**config.mk**
```make
export PLATFORM = sky130hd
export DESIGN_NAME = cisl_top
export DESIGN_NICKNAME = d
export VERILOG_FILES = /design/src/hdl/cisl_pkg.sv /design/src/hdl/cisl_event_cell.sv /design/src/hdl/cisl_top.sv
export VERILOG_INCLUDE_DIRS = /design/src /design/src/hdl
export SDC_FILE = /design/constraint.sdc
export NUM_CORES = 1
export LEC_CHECK = 0
export BUFFER_PORTS_ARGS = -buffer_cell sky130_fd_sc_hd__buf_2
export CORE_ASPECT_RATIO = 1.75
export CORE_MARGIN = 8
export CORE_UTILIZATION = 51
export CTS_BUF_LIST = sky130_fd_sc_hd__clkbuf_4
export DETAILED_ROUTE_END_ITERATION = 6
export PLACE_DENSITY = 0.77
export SKIP_CTS_REPAIR_TIMING = 1
export SLEW_MARGIN = 20
export SYNTH_ARGS = -nofsm -noshare
export SYNTH_HDL_FRONTEND = slang
export SYNTH_SLANG_ARGS = --single-unit
```
**constraint.sdc**
```tcl
create_clock -name core_clk_in -period 1.5 [get_ports core_clk_in]
set_input_delay 0.15 -clock core_clk_in [delete_from_list [all_inputs] [get_ports core_clk_in]]
set_output_delay 0.15 -clock core_clk_in [all_outputs]
set_load 0.02 [all_outputs]
```
**src/hdl/cisl_regs.svh**
```systemverilog
// register map, field positions and reset values of the codec interrupt status logic
`ifndef CISL_REGS_SVH
`define CISL_REGS_SVH

// ----------------------------------------------------------------------
// register offsets on the control port
// ----------------------------------------------------------------------
`define CISL_ADDR_W          8
`define CISL_DATA_W          8
`define CISL_ADDR_MODE       8'h16
`define CISL_ADDR_MASK       8'h17
`define CISL_ADDR_STATUS     8'h18

// ----------------------------------------------------------------------
// reset values and unmapped read data
// ----------------------------------------------------------------------
`define CISL_RST_MODE        8'h00
`define CISL_RST_MASK        8'h00
`define CISL_RST_STATUS      8'h00
`define CISL_RD_IDLE         8'h00

// ----------------------------------------------------------------------
// status and mask bit positions
// ----------------------------------------------------------------------
`define CISL_NUM_EVENTS      8
`define CISL_BIT_DACB_L      7
`define CISL_BIT_DACB_R      6
`define CISL_BIT_DACA_L      5
`define CISL_BIT_DACA_R      4
`define CISL_BIT_PORT_B      3
`define CISL_BIT_PORT_A      2
`define CISL_BIT_ADC_POS     1
`define CISL_BIT_ADC_NEG     0

// ----------------------------------------------------------------------
// mode register fields (low bit of each two-bit code)
// ----------------------------------------------------------------------
`define CISL_FLD_PORT_B      6
`define CISL_FLD_PORT_A      4
`define CISL_FLD_AUTOMUTE    2
`define CISL_FLD_ADC         0

`endif

```
**src/hdl/cisl_pkg.sv**
```systemverilog
// types shared by the codec interrupt status logic
package cisl_pkg;

  // ----------------------------------------------------------------------
  // interrupt mode codes, in code order 00, 01, 10, 11
  // ----------------------------------------------------------------------
  typedef enum logic [1:0] {
    CISL_MODE_RISE,
    CISL_MODE_FALL,
    CISL_MODE_LEVEL,
    CISL_MODE_RSVD
  } cisl_mode_t;

  // ----------------------------------------------------------------------
  // eight event conditions, laid out as the status register
  // ----------------------------------------------------------------------
  typedef struct packed {
    logic dacb_left_automute_flag;
    logic dacb_right_automute_flag;
    logic daca_left_automute_flag;
    logic daca_right_automute_flag;
    logic port_b_clock_fault_flag;
    logic port_a_clock_fault_flag;
    logic adc_pos_clip_flag;
    logic adc_neg_clip_flag;
  } cisl_events_t;

  // ----------------------------------------------------------------------
  // one register access from the control port
  // ----------------------------------------------------------------------
  typedef struct packed {
    logic       rd;
    logic       wr;
    logic [7:0] addr;
    logic [7:0] wdata;
  } cisl_reg_req_t;

endpackage : cisl_pkg

```
**src/hdl/cisl_event_cell.sv**
```systemverilog
// one event: edge capture, sticky status bit and interrupt contribution
`timescale 1ns/1ps
module cisl_event_cell
  import cisl_pkg::*;
(
  input  wire logic       core_clk_in,
  input  wire logic       rst_n_in,
  input  wire logic       cond_in,
  input  cisl_pkg::cisl_mode_t mode_in,
  input  wire logic       mask_in,
  input  wire logic       status_clr_in,
  input  wire logic       irq_clr_in,
  output logic            flag_out,
  output logic            irq_out
);
  import cisl_pkg::*;

  logic cond_q;
  logic cond_d;
  logic flag_q;
  logic flag_d;
  logic pend_q;
  logic pend_d;
  logic rise;
  logic fall;
  logic edge_hit;

  // ----------------------------------------------------------------------
  // next state
  // ----------------------------------------------------------------------
  always_comb
  begin
    cond_d = cond_in;
    rise   = cond_in & ~cond_q;
    fall   = ~cond_in & cond_q;
    flag_d = rise | (flag_q & ~status_clr_in);
    unique case (mode_in)
      CISL_MODE_RISE:  edge_hit = rise;
      CISL_MODE_FALL:  edge_hit = fall;
      CISL_MODE_LEVEL: edge_hit = 1'b0;
      CISL_MODE_RSVD:  edge_hit = 1'b0;
    endcase
    pend_d = (edge_hit & ~mask_in) | (pend_q & ~irq_clr_in & ~mask_in);
    if (mode_in == CISL_MODE_LEVEL || mode_in == CISL_MODE_RSVD)
    begin
      pend_d = 1'b0;
    end
  end

  // ----------------------------------------------------------------------
  // registers
  // ----------------------------------------------------------------------
  always_ff @(posedge core_clk_in)
  begin
    if (!rst_n_in)
    begin
      cond_q <= 1'b0;
      flag_q <= 1'b0;
      pend_q <= 1'b0;
    end
    else
    begin
      cond_q <= cond_d;
      flag_q <= flag_d;
      pend_q <= pend_d;
    end
  end

  // ----------------------------------------------------------------------
  // outputs
  // ----------------------------------------------------------------------
  assign flag_out = flag_q;
  assign irq_out  = ~mask_in & ((mode_in == CISL_MODE_LEVEL) ? cond_q : pend_q);

endmodule : cisl_event_cell

```
**src/hdl/cisl_top.sv**
```systemverilog
// codec interrupt status logic: mode, mask and clear-on-read status registers
`timescale 1ns/1ps
`include "cisl_regs.svh"
module cisl_top
  import cisl_pkg::*;
(
  input  wire logic                core_clk_in,
  input  wire logic                rst_n_in,
  input  cisl_pkg::cisl_reg_req_t  reg_req_in,
  input  cisl_pkg::cisl_events_t   event_cond_in,
  output logic [`CISL_DATA_W-1:0]  reg_rdata_out,
  output logic                     reg_rvalid_out,
  output logic                     int_req_out,
  output logic                     adc_clip_live_pin_out
);
  import cisl_pkg::*;

  // ----------------------------------------------------------------------
  // declarations
  // ----------------------------------------------------------------------
  logic [`CISL_DATA_W-1:0]    mode_q;
  logic [`CISL_DATA_W-1:0]    mode_d;
  logic [`CISL_DATA_W-1:0]    mask_q;
  logic [`CISL_DATA_W-1:0]    mask_d;
  logic [`CISL_DATA_W-1:0]    rdata_q;
  logic [`CISL_DATA_W-1:0]    rdata_d;
  logic                       rvalid_q;
  logic                       rvalid_d;
  logic                       int_q;
  logic                       int_d;
  logic                       clip_q;
  logic                       clip_d;
  logic                       status_rd;
  logic                       irq_clr;
  logic [`CISL_NUM_EVENTS-1:0] cond_vec;
  logic [`CISL_NUM_EVENTS-1:0] flag_vec;
  logic [`CISL_NUM_EVENTS-1:0] irq_vec;
  cisl_mode_t                 bit_mode [`CISL_NUM_EVENTS];

  // ----------------------------------------------------------------------
  // helper functions
  // ----------------------------------------------------------------------

  // true when a register access hits the given offset
  function automatic logic hit(input logic [`CISL_ADDR_W-1:0] addr,
                               input logic [`CISL_ADDR_W-1:0] target);
    hit = (addr == target);
  endfunction : hit

  // two-bit code at the given field position of the mode register
  function automatic cisl_mode_t field(input logic [`CISL_DATA_W-1:0] modes,
                                       input int                      lsb);
    field = cisl_mode_t'(modes[lsb +: 2]);
  endfunction : field

  // code governing one status bit
  function automatic cisl_mode_t mode_of(input logic [`CISL_DATA_W-1:0] modes,
                                         input int                      idx);
    if (idx == `CISL_BIT_PORT_B)
      mode_of = field(modes, `CISL_FLD_PORT_B);
    else if (idx == `CISL_BIT_PORT_A)
      mode_of = field(modes, `CISL_FLD_PORT_A);
    else if (idx == `CISL_BIT_ADC_POS || idx == `CISL_BIT_ADC_NEG)
      mode_of = field(modes, `CISL_FLD_ADC);
    else
      mode_of = field(modes, `CISL_FLD_AUTOMUTE);
  endfunction : mode_of

  // ----------------------------------------------------------------------
  // access decode
  // ----------------------------------------------------------------------

  assign status_rd = reg_req_in.rd & hit(reg_req_in.addr, `CISL_ADDR_STATUS);
  assign irq_clr   = status_rd & int_q;

  // ----------------------------------------------------------------------
  // event sources in status bit order
  // ----------------------------------------------------------------------

  assign cond_vec[`CISL_BIT_DACB_L]  = event_cond_in.dacb_left_automute_flag;
  assign cond_vec[`CISL_BIT_DACB_R]  = event_cond_in.dacb_right_automute_flag;
  assign cond_vec[`CISL_BIT_DACA_L]  = event_cond_in.daca_left_automute_flag;
  assign cond_vec[`CISL_BIT_DACA_R]  = event_cond_in.daca_right_automute_flag;
  assign cond_vec[`CISL_BIT_PORT_B]  = event_cond_in.port_b_clock_fault_flag;
  assign cond_vec[`CISL_BIT_PORT_A]  = event_cond_in.port_a_clock_fault_flag;
  assign cond_vec[`CISL_BIT_ADC_POS] = event_cond_in.adc_pos_clip_flag;
  assign cond_vec[`CISL_BIT_ADC_NEG] = event_cond_in.adc_neg_clip_flag;

  // ----------------------------------------------------------------------
  // per-event cells
  // ----------------------------------------------------------------------
  generate
    for (genvar i = 0; i < `CISL_NUM_EVENTS; i++)
    begin : g_event
      assign bit_mode[i] = mode_of(mode_q, i);

      cisl_event_cell u_cell (
        .core_clk_in   (core_clk_in),
        .rst_n_in      (rst_n_in),
        .cond_in       (cond_vec[i]),
        .mode_in       (bit_mode[i]),
        .mask_in       (mask_q[i]),
        .status_clr_in (status_rd),
        .irq_clr_in    (irq_clr),
        .flag_out      (flag_vec[i]),
        .irq_out       (irq_vec[i])
      );
    end
  endgenerate

  // ----------------------------------------------------------------------
  // mode and mask registers
  // ----------------------------------------------------------------------

  // next values of the writable registers
  always_comb
  begin
    mode_d = mode_q;
    mask_d = mask_q;
    if (reg_req_in.wr && hit(reg_req_in.addr, `CISL_ADDR_MODE))
    begin
      mode_d = reg_req_in.wdata;
    end
    if (reg_req_in.wr && hit(reg_req_in.addr, `CISL_ADDR_MASK))
    begin
      mask_d = reg_req_in.wdata;
    end
  end

  // register the configuration
  always_ff @(posedge core_clk_in)
  begin
    if (!rst_n_in)
    begin
      mode_q <= `CISL_RST_MODE;
      mask_q <= `CISL_RST_MASK;
    end
    else
    begin
      mode_q <= mode_d;
      mask_q <= mask_d;
    end
  end

  // ----------------------------------------------------------------------
  // read path
  // ----------------------------------------------------------------------

  // select read data; writes to status fall through untouched
  always_comb
  begin
    rdata_d  = rdata_q;
    rvalid_d = reg_req_in.rd;
    if (reg_req_in.rd)
    begin
      if (hit(reg_req_in.addr, `CISL_ADDR_MODE))
        rdata_d = mode_q;
      else if (hit(reg_req_in.addr, `CISL_ADDR_MASK))
        rdata_d = mask_q;
      else if (hit(reg_req_in.addr, `CISL_ADDR_STATUS))
        rdata_d = flag_vec;
      else
        rdata_d = `CISL_RD_IDLE;
    end
  end

  // register read answer
  always_ff @(posedge core_clk_in)
  begin
    if (!rst_n_in)
    begin
      rdata_q  <= `CISL_RST_STATUS;
      rvalid_q <= 1'b0;
    end
    else
    begin
      rdata_q  <= rdata_d;
      rvalid_q <= rvalid_d;
    end
  end

  // ----------------------------------------------------------------------
  // interrupt and overflow pins
  // ----------------------------------------------------------------------

  // combine unmasked contributions and the live overflow level
  always_comb
  begin
    int_d  = |irq_vec;
    clip_d = event_cond_in.adc_pos_clip_flag | event_cond_in.adc_neg_clip_flag;
  end

  // register the pins
  always_ff @(posedge core_clk_in)
  begin
    if (!rst_n_in)
    begin
      int_q  <= 1'b0;
      clip_q <= 1'b0;
    end
    else
    begin
      int_q  <= int_d;
      clip_q <= clip_d;
    end
  end

  // ----------------------------------------------------------------------
  // outputs
  // ----------------------------------------------------------------------
  assign reg_rdata_out         = rdata_q;
  assign reg_rvalid_out        = rvalid_q;
  assign int_req_out           = int_q;
  assign adc_clip_live_pin_out = clip_q;

endmodule : cisl_top

```
# Yosys cells after proc, flatten, opt, wreduce, memory -nomap -nowiden
# Index checks and enable logic that the tools add are counted.
# totals
memories	0
inputBits	28
romBits	0
out_inout_bits	11
ram_bits	0
regBits	51
latchBits	0
word_cells	185
# classes
div	0
add_sub_neg	0
shifts	0
n_mux	19
eq_ne	15
multipliers	0
n_bitwise	102
reduce_logical	19
order_cmp	0
# ops
op	count
1-bit AND	58
1-bit NOT	27
8-bit by 5-bit equality test with 1-bit output (second input constant)	3
8-bit 2-to-1 mux	3
1-bit one-hot mux with 3 select lines	8
1-bit bitwise OR	17
2-bit equality test (second input constant)	8
2-bit OR reduction	8
2-bit by 1-bit equality test with 1-bit output (second input constant)	4
2-bit zero test	4
1-bit 2-to-1 mux	8
8-bit OR reduction	1
1-bit logical OR	4
1-bit logical AND	2

# Longest topological paths before layout
# Gate-level depths: netlist (run 1).
# depth
word_depth	7
depth_mapped	6
ltp_nobuf	4

# Cells and area by module
# From an unflattened synthesis (run 1), not the netlist that was laid out.
# hier_totals
hier_cells	252
area_unflattened_um2	2417.3
# by_module_without_submodules
module	seq_area_each_um2	n_inst	area_each_um2	cells_each
cisl_top	540.5	1	1266.2	132
cisl_event_cell	60.1	8	143.9	15

# Worst setup path after synthesis (run 1)
# OpenSTA, ideal clock, no wires.
# synth_timing
kind	flip-flop to flip-flop
start	register mode_q[3]
end	register int_q (netlist: int_req_out)
t_arrival_ns	1.305
setup_time_ns	0.120
stages_incl_launch_ff	6
path_buffers	1
period_less_slack_ns	1.425
t_required_ns	1.380
slack_ns	0.075
path_cell_list	dfxtp_1 nor2b_1 clkbuf_1 mux2i_1 o22ai_1 o31a_1
# synth_between
elab_chain_len	4
elab_cells_between_ends	10
cone_classes	eq/ne: 1; mux: 4; bitwise: 4; reduce/logical: 1
# synth_rtl
item	line	source
start, declared	cisl_top.sv:21	logic [`CISL_DATA_W-1:0] mode_q;
start signal, assigned	cisl_top.sv:135	mode_q <= `CISL_RST_MODE;
start signal, assigned	cisl_top.sv:140	mode_q <= mode_d;
2-bit equality test (*)	cisl_event_cell.sv:73	assign irq_out = ~mask_in & ((mode_in == CISL_MODE_LEVEL) ? cond_q : pend_q);
1-bit 2-to-1 mux	cisl_event_cell.sv:73	
1-bit AND	cisl_event_cell.sv:73	
8-bit OR reduction (*)	cisl_top.sv:189	int_d = |irq_vec;
end signal, assigned	cisl_top.sv:203	int_q <= int_d;
end, declared	cisl_top.sv:29	logic int_q;
# Mark *: on every way between the ends. The rest lies on a longest branch, timed or not.
# A chain may end at the register's enable or synchronous reset.

# Worst setup path after layout (run 1)
# Ends and elaborated chain as after synthesis.

==> results.json, run 1 <==
{
  "status": "completed",
  "wl_met1_um": 2051,
  "synth_xor_area_share_pct": 0,
  "synth.area.top_cells": "dfxtp_1 (47%), nor2b_1 (5.5%), nand3_1 (4.2%)",
  "tns_ps": 0,
  "antenna_left": 0,
  "coreArea_um2": 4111,
  "dr.max_layer_used": "met4",
  "critPathLaunchType": "flip-flop",
  "grt_max_degree": 46,
  "rrSetupSlack_ps": 90,
  "power_mw": 2.216,
  "tightest_slew_ps": 525.3,
  "utilization_pct": 60.59,
  "htree_levels": 2,
  "ys_types": 30,
  "hp-class": "in -> reg",
  "r2r-end": "int_req_out",
  "startpoint": "mode_q[3]",
  "finalHoldViolations": 0,
  "grt_pass1_vias": 1854,
  "final_cell_mix": "dfxtp_1 (51), buf_2 (38), nor2b_1 (19), nand2_1 (19), nand3_1 (18)",
  "io_pins": 39,
  "synth-compound-area-share_pct": 16.61,
  "fin_nets": 308,
  "antennaDiodeCount": 0,
  "fp-row-count": 31,
  "dpl.hpwl_um": 3997,
  "start_util_pct": 52.59,
  "grt_pass1_wl_um": 8514,
  "dp_cells": 322,
  "place_area_um2": 2446,
  "vdd_drop_max_mv": 0.6812,
  "yosys_warnings": 0,
  "synth_top_family_by_area": "simple AND/OR/NAND/NOR gates",
  "synth_largest_area_cell": "dfxtp_1",
  "wire_per_inst_um": 15.49,
  "met3RoutedLength_um": 252,
  "whs_path_depth": 2,
  "seq_area_frac_synth_pct": 47.22,
  "min_period_ps": 1412,
  "finalNonFillerCells": 328,
  "layout.cells.most_common": "dfxtp_1",
  "clk_pin_slew_ps": 140,
  "ctsLongestPathBuffers": 2,
  "path_class": "reg -> reg",
  "fmax_ghz": 0.7082,
  "synth_simple_gate_area_share_pct": 30.67,
  "wl_met2_um": 2628,
  "syn_nets": 264,
  "crit_required_ps": 1770,
  "grt-ovfl-total": 0,
  "leakage_nw": 0.9615,
  "power_density_nw_per_um2": 889.7,
  "place.port_buffers": 38,
  "vias_per_cell": 5.756,
  "antenna_found_initial": 0,
  "first_pass_iters": 4,
  "crit_path_end_kind": "flip-flop",
  "synth_mux_area_share_pct": 2.315,
  "r2r-start": "mode_q[3]",
  "cts_sinks": 51,
  "finalSetupViolCount": 0,
  "syn_to_final_growth_pct": 15.22,
  "cts_tree": "yes",
  "die_area_um2": 6661,
  "synth_seq_cells": 51,
  "report.final.slew_viol_count": 0,
  "holdPathEnd": "g_event[7].u_cell.cond_q",
  "track_usage_pct": 16.02,
  "route.vias.total": 1888,
  "r2r_cells": 5,
  "slew_headroom_pct": 64.90,
  "final_cell_area_um2": 2491,
  "rsz0062_at_grt": "false",
  "root_buffer": "clkbuf_4",
  "post-route-period-util_pct": 94.13,
  "clock_skew_ps": 17.76,
  "netlist_area_um2": 2162,
  "clock_latency_ps": 360,
  "avgSynthCellArea_um2": 9.161,
  "synthCells": 236,
  "synthAdderAreaFrac_pct": 0,
  "drc": 0,
  "die_h_um": 102.1,
  "hold_start": "event_cond_in[7]",
  "yosysTopAreaCellShare_pct": 47.22,
  "drt_wl_total_um": 5080,
  "die_w_um": 65.22,
  "critical_path_peak_fanout": 4,
  "cap_violations": 0,
  "final_layout_size_suffix_gt1_share_pct": 20.79,
  "worstPathArrival_ps": 1680,
  "cts_buffers": 5,
  "gp_congestion": 0.8435,
  "drt_iter0_markers": 67
}
-- routing by layer --
| layer | vias up | GRT usage [%] |
|---|---|---|
| li1 | 940 | - |
| met2 | 59 | 27.95 |
| met5 | - | 0 |
| met4 | 0 | 7.770 |
| met1 | 877 | 17.57 |
| met3 | 12 | 3.732 |
-- worst max path at each step --
stage | endpoint | slack [ps]
5_1_grt | int_req_out | 30
3_3_place_gp | g_event[4].u_cell.flag_out | 100
3_5_place_dp | g_event[1].u_cell.flag_out | 50
6_report | int_req_out | 90
2_1_floorplan | int_req_out | 80
4_1_cts | int_req_out | 80
-- report_power, final --
part / internal (mW) / leakage, nW / switching, mW
sequential: 1.41 / 0.419 / 0.0296
combinational: 0.110 / 0.520 / 0.114
clock: 0.166 / 0.0232 / 0.390
total: 1.68 / 0.962 / 0.534
-- state kept, by name, summed over array words and instances (netlist names) --
signal and flops:
g_event.u_cell.cond_q 8, g_event.u_cell.flag_out 8, g_event.u_cell.pend_q 8, mask_q 8, mode_q 8, reg_rdata_out 8, adc_clip_live_pin_out 1, int_req_out 1
reg_rvalid_out 1
-- through the flow --
step	setup slack, ps	hold WS, ps
after detailed placement	48.63	386.2
final	88.04	19.52
after global routing	30.86	20.17
after floorplan	75.48	271.7
after CTS	78.71	16.97
after global placement	99.31	383.1
-- final cells by class --
class | count | area, um^2
flip-flops and latches | 51 | 1021
clock buffers | 5 | 37.54
fillers | 403 | 1620
multi-input cells | 167 | 1072
well taps | 49 | 61.31
repair buffers | 48 | 265.3
clock inverters | 1 | 7.507
inverters | 7 | 26.28
-- critical path: stages, from the launching register on --
cell and delay, ps:
dfxtp_1 340, nor2b_1 120, buf_4 160, mux2i_1 280, o2111ai_1 170, o31a_1 260
-- cells in the mapped netlist, drive strengths merged --
library cell   n
dfxtp         51
nor4bb         3
nand4b         1
and3b          1
nor4b         10
o31ai          8
or2            1
mux2i          5
buf            2
inv            7
clkbuf         9
o22ai          2
nand2b         7
nor3b          8
nand3         18
o21ai         16
nand2         19
o2111ai        1
nor2b         19
o31a           1
a21oi          8
a31oi          3
and2           9
nand4          2
nand3b         1
a22oi          8
nor2           8
a221oi         8
-- kinds of logic after synthesis --
family | Yosys count
flip-flops | 51
AO/OA/AOI/OAI | 55
multiplexers | 5
AND/OR/NAND/NOR | 107
buffers and inverters | 18
(Power assumes the default switching activity.)
==> inputs of run 2 (changes only) <==
--- a/config.mk
+++ b/config.mk
@@ -9,7 +9,7 @@
 export BUFFER_PORTS_ARGS = -buffer_cell sky130_fd_sc_hd__buf_2
 export CORE_ASPECT_RATIO = 1.75
 export CORE_MARGIN = 8
-export CORE_UTILIZATION = 51
+export CORE_UTILIZATION = 52
 export CTS_BUF_LIST = sky130_fd_sc_hd__clkbuf_4
 export DETAILED_ROUTE_END_ITERATION = 6
 export PLACE_DENSITY = 0.77
@@ -17,4 +17,5 @@
 export SLEW_MARGIN = 20
 export SYNTH_ARGS = -nofsm -noshare
 export SYNTH_HDL_FRONTEND = slang
+export SYNTH_HIERARCHICAL = 1
 export SYNTH_SLANG_ARGS = --single-unit
==> results.json, run 2 <==
{
  "fin_ws_ps": 130.4,
  "grt_pass1_vias": 2014,
  "status": "completed",
  "gp_congestion": 0.8404,
  "rsz0062_at_grt": "false",
  "cp.depth": 5,
  "clock_latency_ps": 360,
  "r2r_cells": 5,
  "route.vias.total": 1980,
  "min_period_ps": 1370,
  "grt-ovfl-total": 0,
  "first_pass_iters": 5,
  "place.port_buffers": 38,
  "vias_per_cell": 5.593,
  "hp-class": "in -> reg",
  "post-route-period-util_pct": 91.31,
  "r2r-end": "int_req_out",
  "power_mw": 2.279,
  "synth_seq_cells": 51,
  "power_density_nw_per_um2": 816.5,
  "seq_area_frac_synth_pct": 42.24,
  "die_w_um": 67.54,
  "finalHoldViolations": 0,
  "antenna_found_initial": 0,
  "whs_path_depth": 2,
  "slew_headroom_pct": 71.18,
  "yosysMostFrequentCell": "dfxtp_1",
  "worst-path-buf-inv": 0,
  "yosys_warnings": 6,
  "fin_nets": 330,
  "ctsLongestPathBuffers": 2,
  "clock_skew_ps": 7.476,
  "ys_top_cells_by_count": "dfxtp_1 (51), nand2_1 (40), mux2i_1 (24), nand2b_1 (24), nor2_1 (16)",
  "syn_to_final_growth_pct": 15.48,
  "synth_largest_area_cell": "dfxtp_1",
  "finalNonFillerCells": 354,
  "synth-edff-count": 0,
  "endpoint": "int_req_out",
  "startpoint": "mode_q[2]",
  "netlist_area_um2": 2417,
  "r2r-start": "mode_q[2]",
  "async_flop_share_pct": 0,
  "drt_wl_total_um": 5640,
  "wire_per_inst_um": 15.93,
  "ys.flop_type": "dfxtp_1",
  "place_ws_ps": 11.10,
  "drt_iter0_markers": 50,
  "cap_violations": 0,
  "worstPathArrival_ps": 1620,
  "die_h_um": 106.2,
  "grt_pass1_wl_um": 9190,
  "cp_slowest_stage_delay_ps": 490,
  "antenna_left": 0,
  "io_pins": 39,
  "critical_path_peak_fanout": 9,
  "critPathSlowestCell": "dfxtp_1",
  "synthCells": 252,
  "final_cell_mix": "dfxtp_1 (51), nand2_1 (40), buf_2 (38), mux2i_1 (24), nand2b_1 (24)",
  "crit_required_ps": 1750,
  "cts_buffers": 5,
  "finalSetupViolCount": 0,
  "avgSynthCellArea_um2": 9.593,
  "track_usage_pct": 16.49,
  "cts_sinks": 51,
  "leakage_nw": 1.266,
  "die_area_um2": 7172,
  "final_layout_size_suffix_gt1_share_pct": 24.83,
  "fin_hold_ws_ps": 50.77,
  "rrSetupSlack_ps": 130,
  "tightest_slew_ps": 426.8,
  "synth.area.top_cells": "dfxtp_1 (42%), mux2i_1 (9.9%), nand2_1 (6.2%)",
  "clk_pin_slew_ps": 130,
  "dp_cells": 347,
  "grt_max_degree": 51,
  "syn_nets": 280,
  "cts_tree": "yes",
  "fmax_ghz": 0.7301,
  "yosysTopAreaCellShare_pct": 42.24,
  "fp-row-count": 33,
  "antennaDiodeCount": 0,
  "start_util_pct": 52.74,
  "root_buffer": "clkbuf_4",
  "report.final.slew_viol_count": 0,
  "critPathLaunchType": "flip-flop",
  "htree_levels": 2,
  "dpl.hpwl_um": 4304,
  "coreArea_um2": 4583,
  "vdd_drop_max_mv": 0.6184,
  "crit_path_end_kind": "flip-flop",
  "crit_chain": "nand2b_1 -> mux2i_1 -> nor2_1 -> nor4_1 -> a21boi_0",
  "path_class": "reg -> reg",
  "crit_family": "flip-flops",
  "ys_types": 30,
  "layout.cells.most_common": "dfxtp_1",
  "drc": 0
}
run 2: changes by cell type in the layout (fill, tap and decap cells not counted), sizes merged, moves of 9 or more:
cell / previous run / this run
mux2i: 5 / 24
nand3: 18 / 0
nand2b: 7 / 32
nand2: 19 / 40
a21boi: 0 / 9
and3: 0 / 9
nor2b: 19 / 1
run 2: layout make-up:
class	instances	area (um^2)
Fill cell	424	1792
Multi-Input combinational cell	190	1336
Sequential cell	51	1021
Timing Repair Buffer	54	322.8
Tap cell	52	65.06
Clock buffer	5	37.54
Clock inverter	2	8.758
run 2: per-stage QoR:
step	instance area (um^2)	setup TNS, ps	utilization [%]
final	2791	0	60.91
after global routing	2791	0	60.91
after CTS	2785	0	60.77
after detailed placement	2739	0	59.76
after global placement	2739	0	59.76
after floorplan	2429	-552.0	-
run 2: worst min-delay path by stage:
stage                           startpoint                  endpoint  slack [ps]
after CTS                    reg_req_in[1]                 mode_q[1]          40
after floorplan           event_cond_in[1]     adc_clip_live_pin_out         260
final                     event_cond_in[5]  g_event[5].u_cell/cond_q          50
after global placement    event_cond_in[5]  g_event[5].u_cell/cond_q         420
after detailed placement  event_cond_in[5]  g_event[5].u_cell/cond_q         430
after global routing      event_cond_in[2]  g_event[2].u_cell/cond_q          50
run 2: cells by family (layout without fill, tap and decap cells):
| logic type | Yosys count | count (layout) | synth area share (%) |
|---|---|---|---|
| multiplexers | 24 | 24 | 9.938 |
| buffers and inverters | 11 | 61 | 3.053 |
| AO/OA/AOI/OAI | 42 | 42 | 13.04 |
| AND/OR/NAND/NOR | 124 | 124 | 31.73 |
| flip-flops | 51 | 51 | 42.24 |
run 2: metal layers:
metal / global-route usage, % / part of all wire (%) / up-vias / wire (um)
met2: 28.66 / 53 / 41 / 2972
met5: 0 / 0 / - / 0
li1: - / - / 983 / -
met4: 8.271 / 2.3 / 0 / 131
met3: 2.842 / 4.8 / 10 / 268
met1: 18.18 / 40 / 946 / 2267
run 2: worst register-to-register path, delay by kind of cell (launching register included):
family	cells	cell delay (ps)
DFF	1	490
and+or+nand+nor	3	480
AOI/OAI and AO/OA	1	110
muxes	1	180
run 2: power by group:
group	leakage (nW)	switching [mW]	internal (mW)
clock	0.0285	0.395	0.167
sequential	0.419	0.0297	1.41
combinational	0.819	0.141	0.141
total	1.27	0.565	1.71
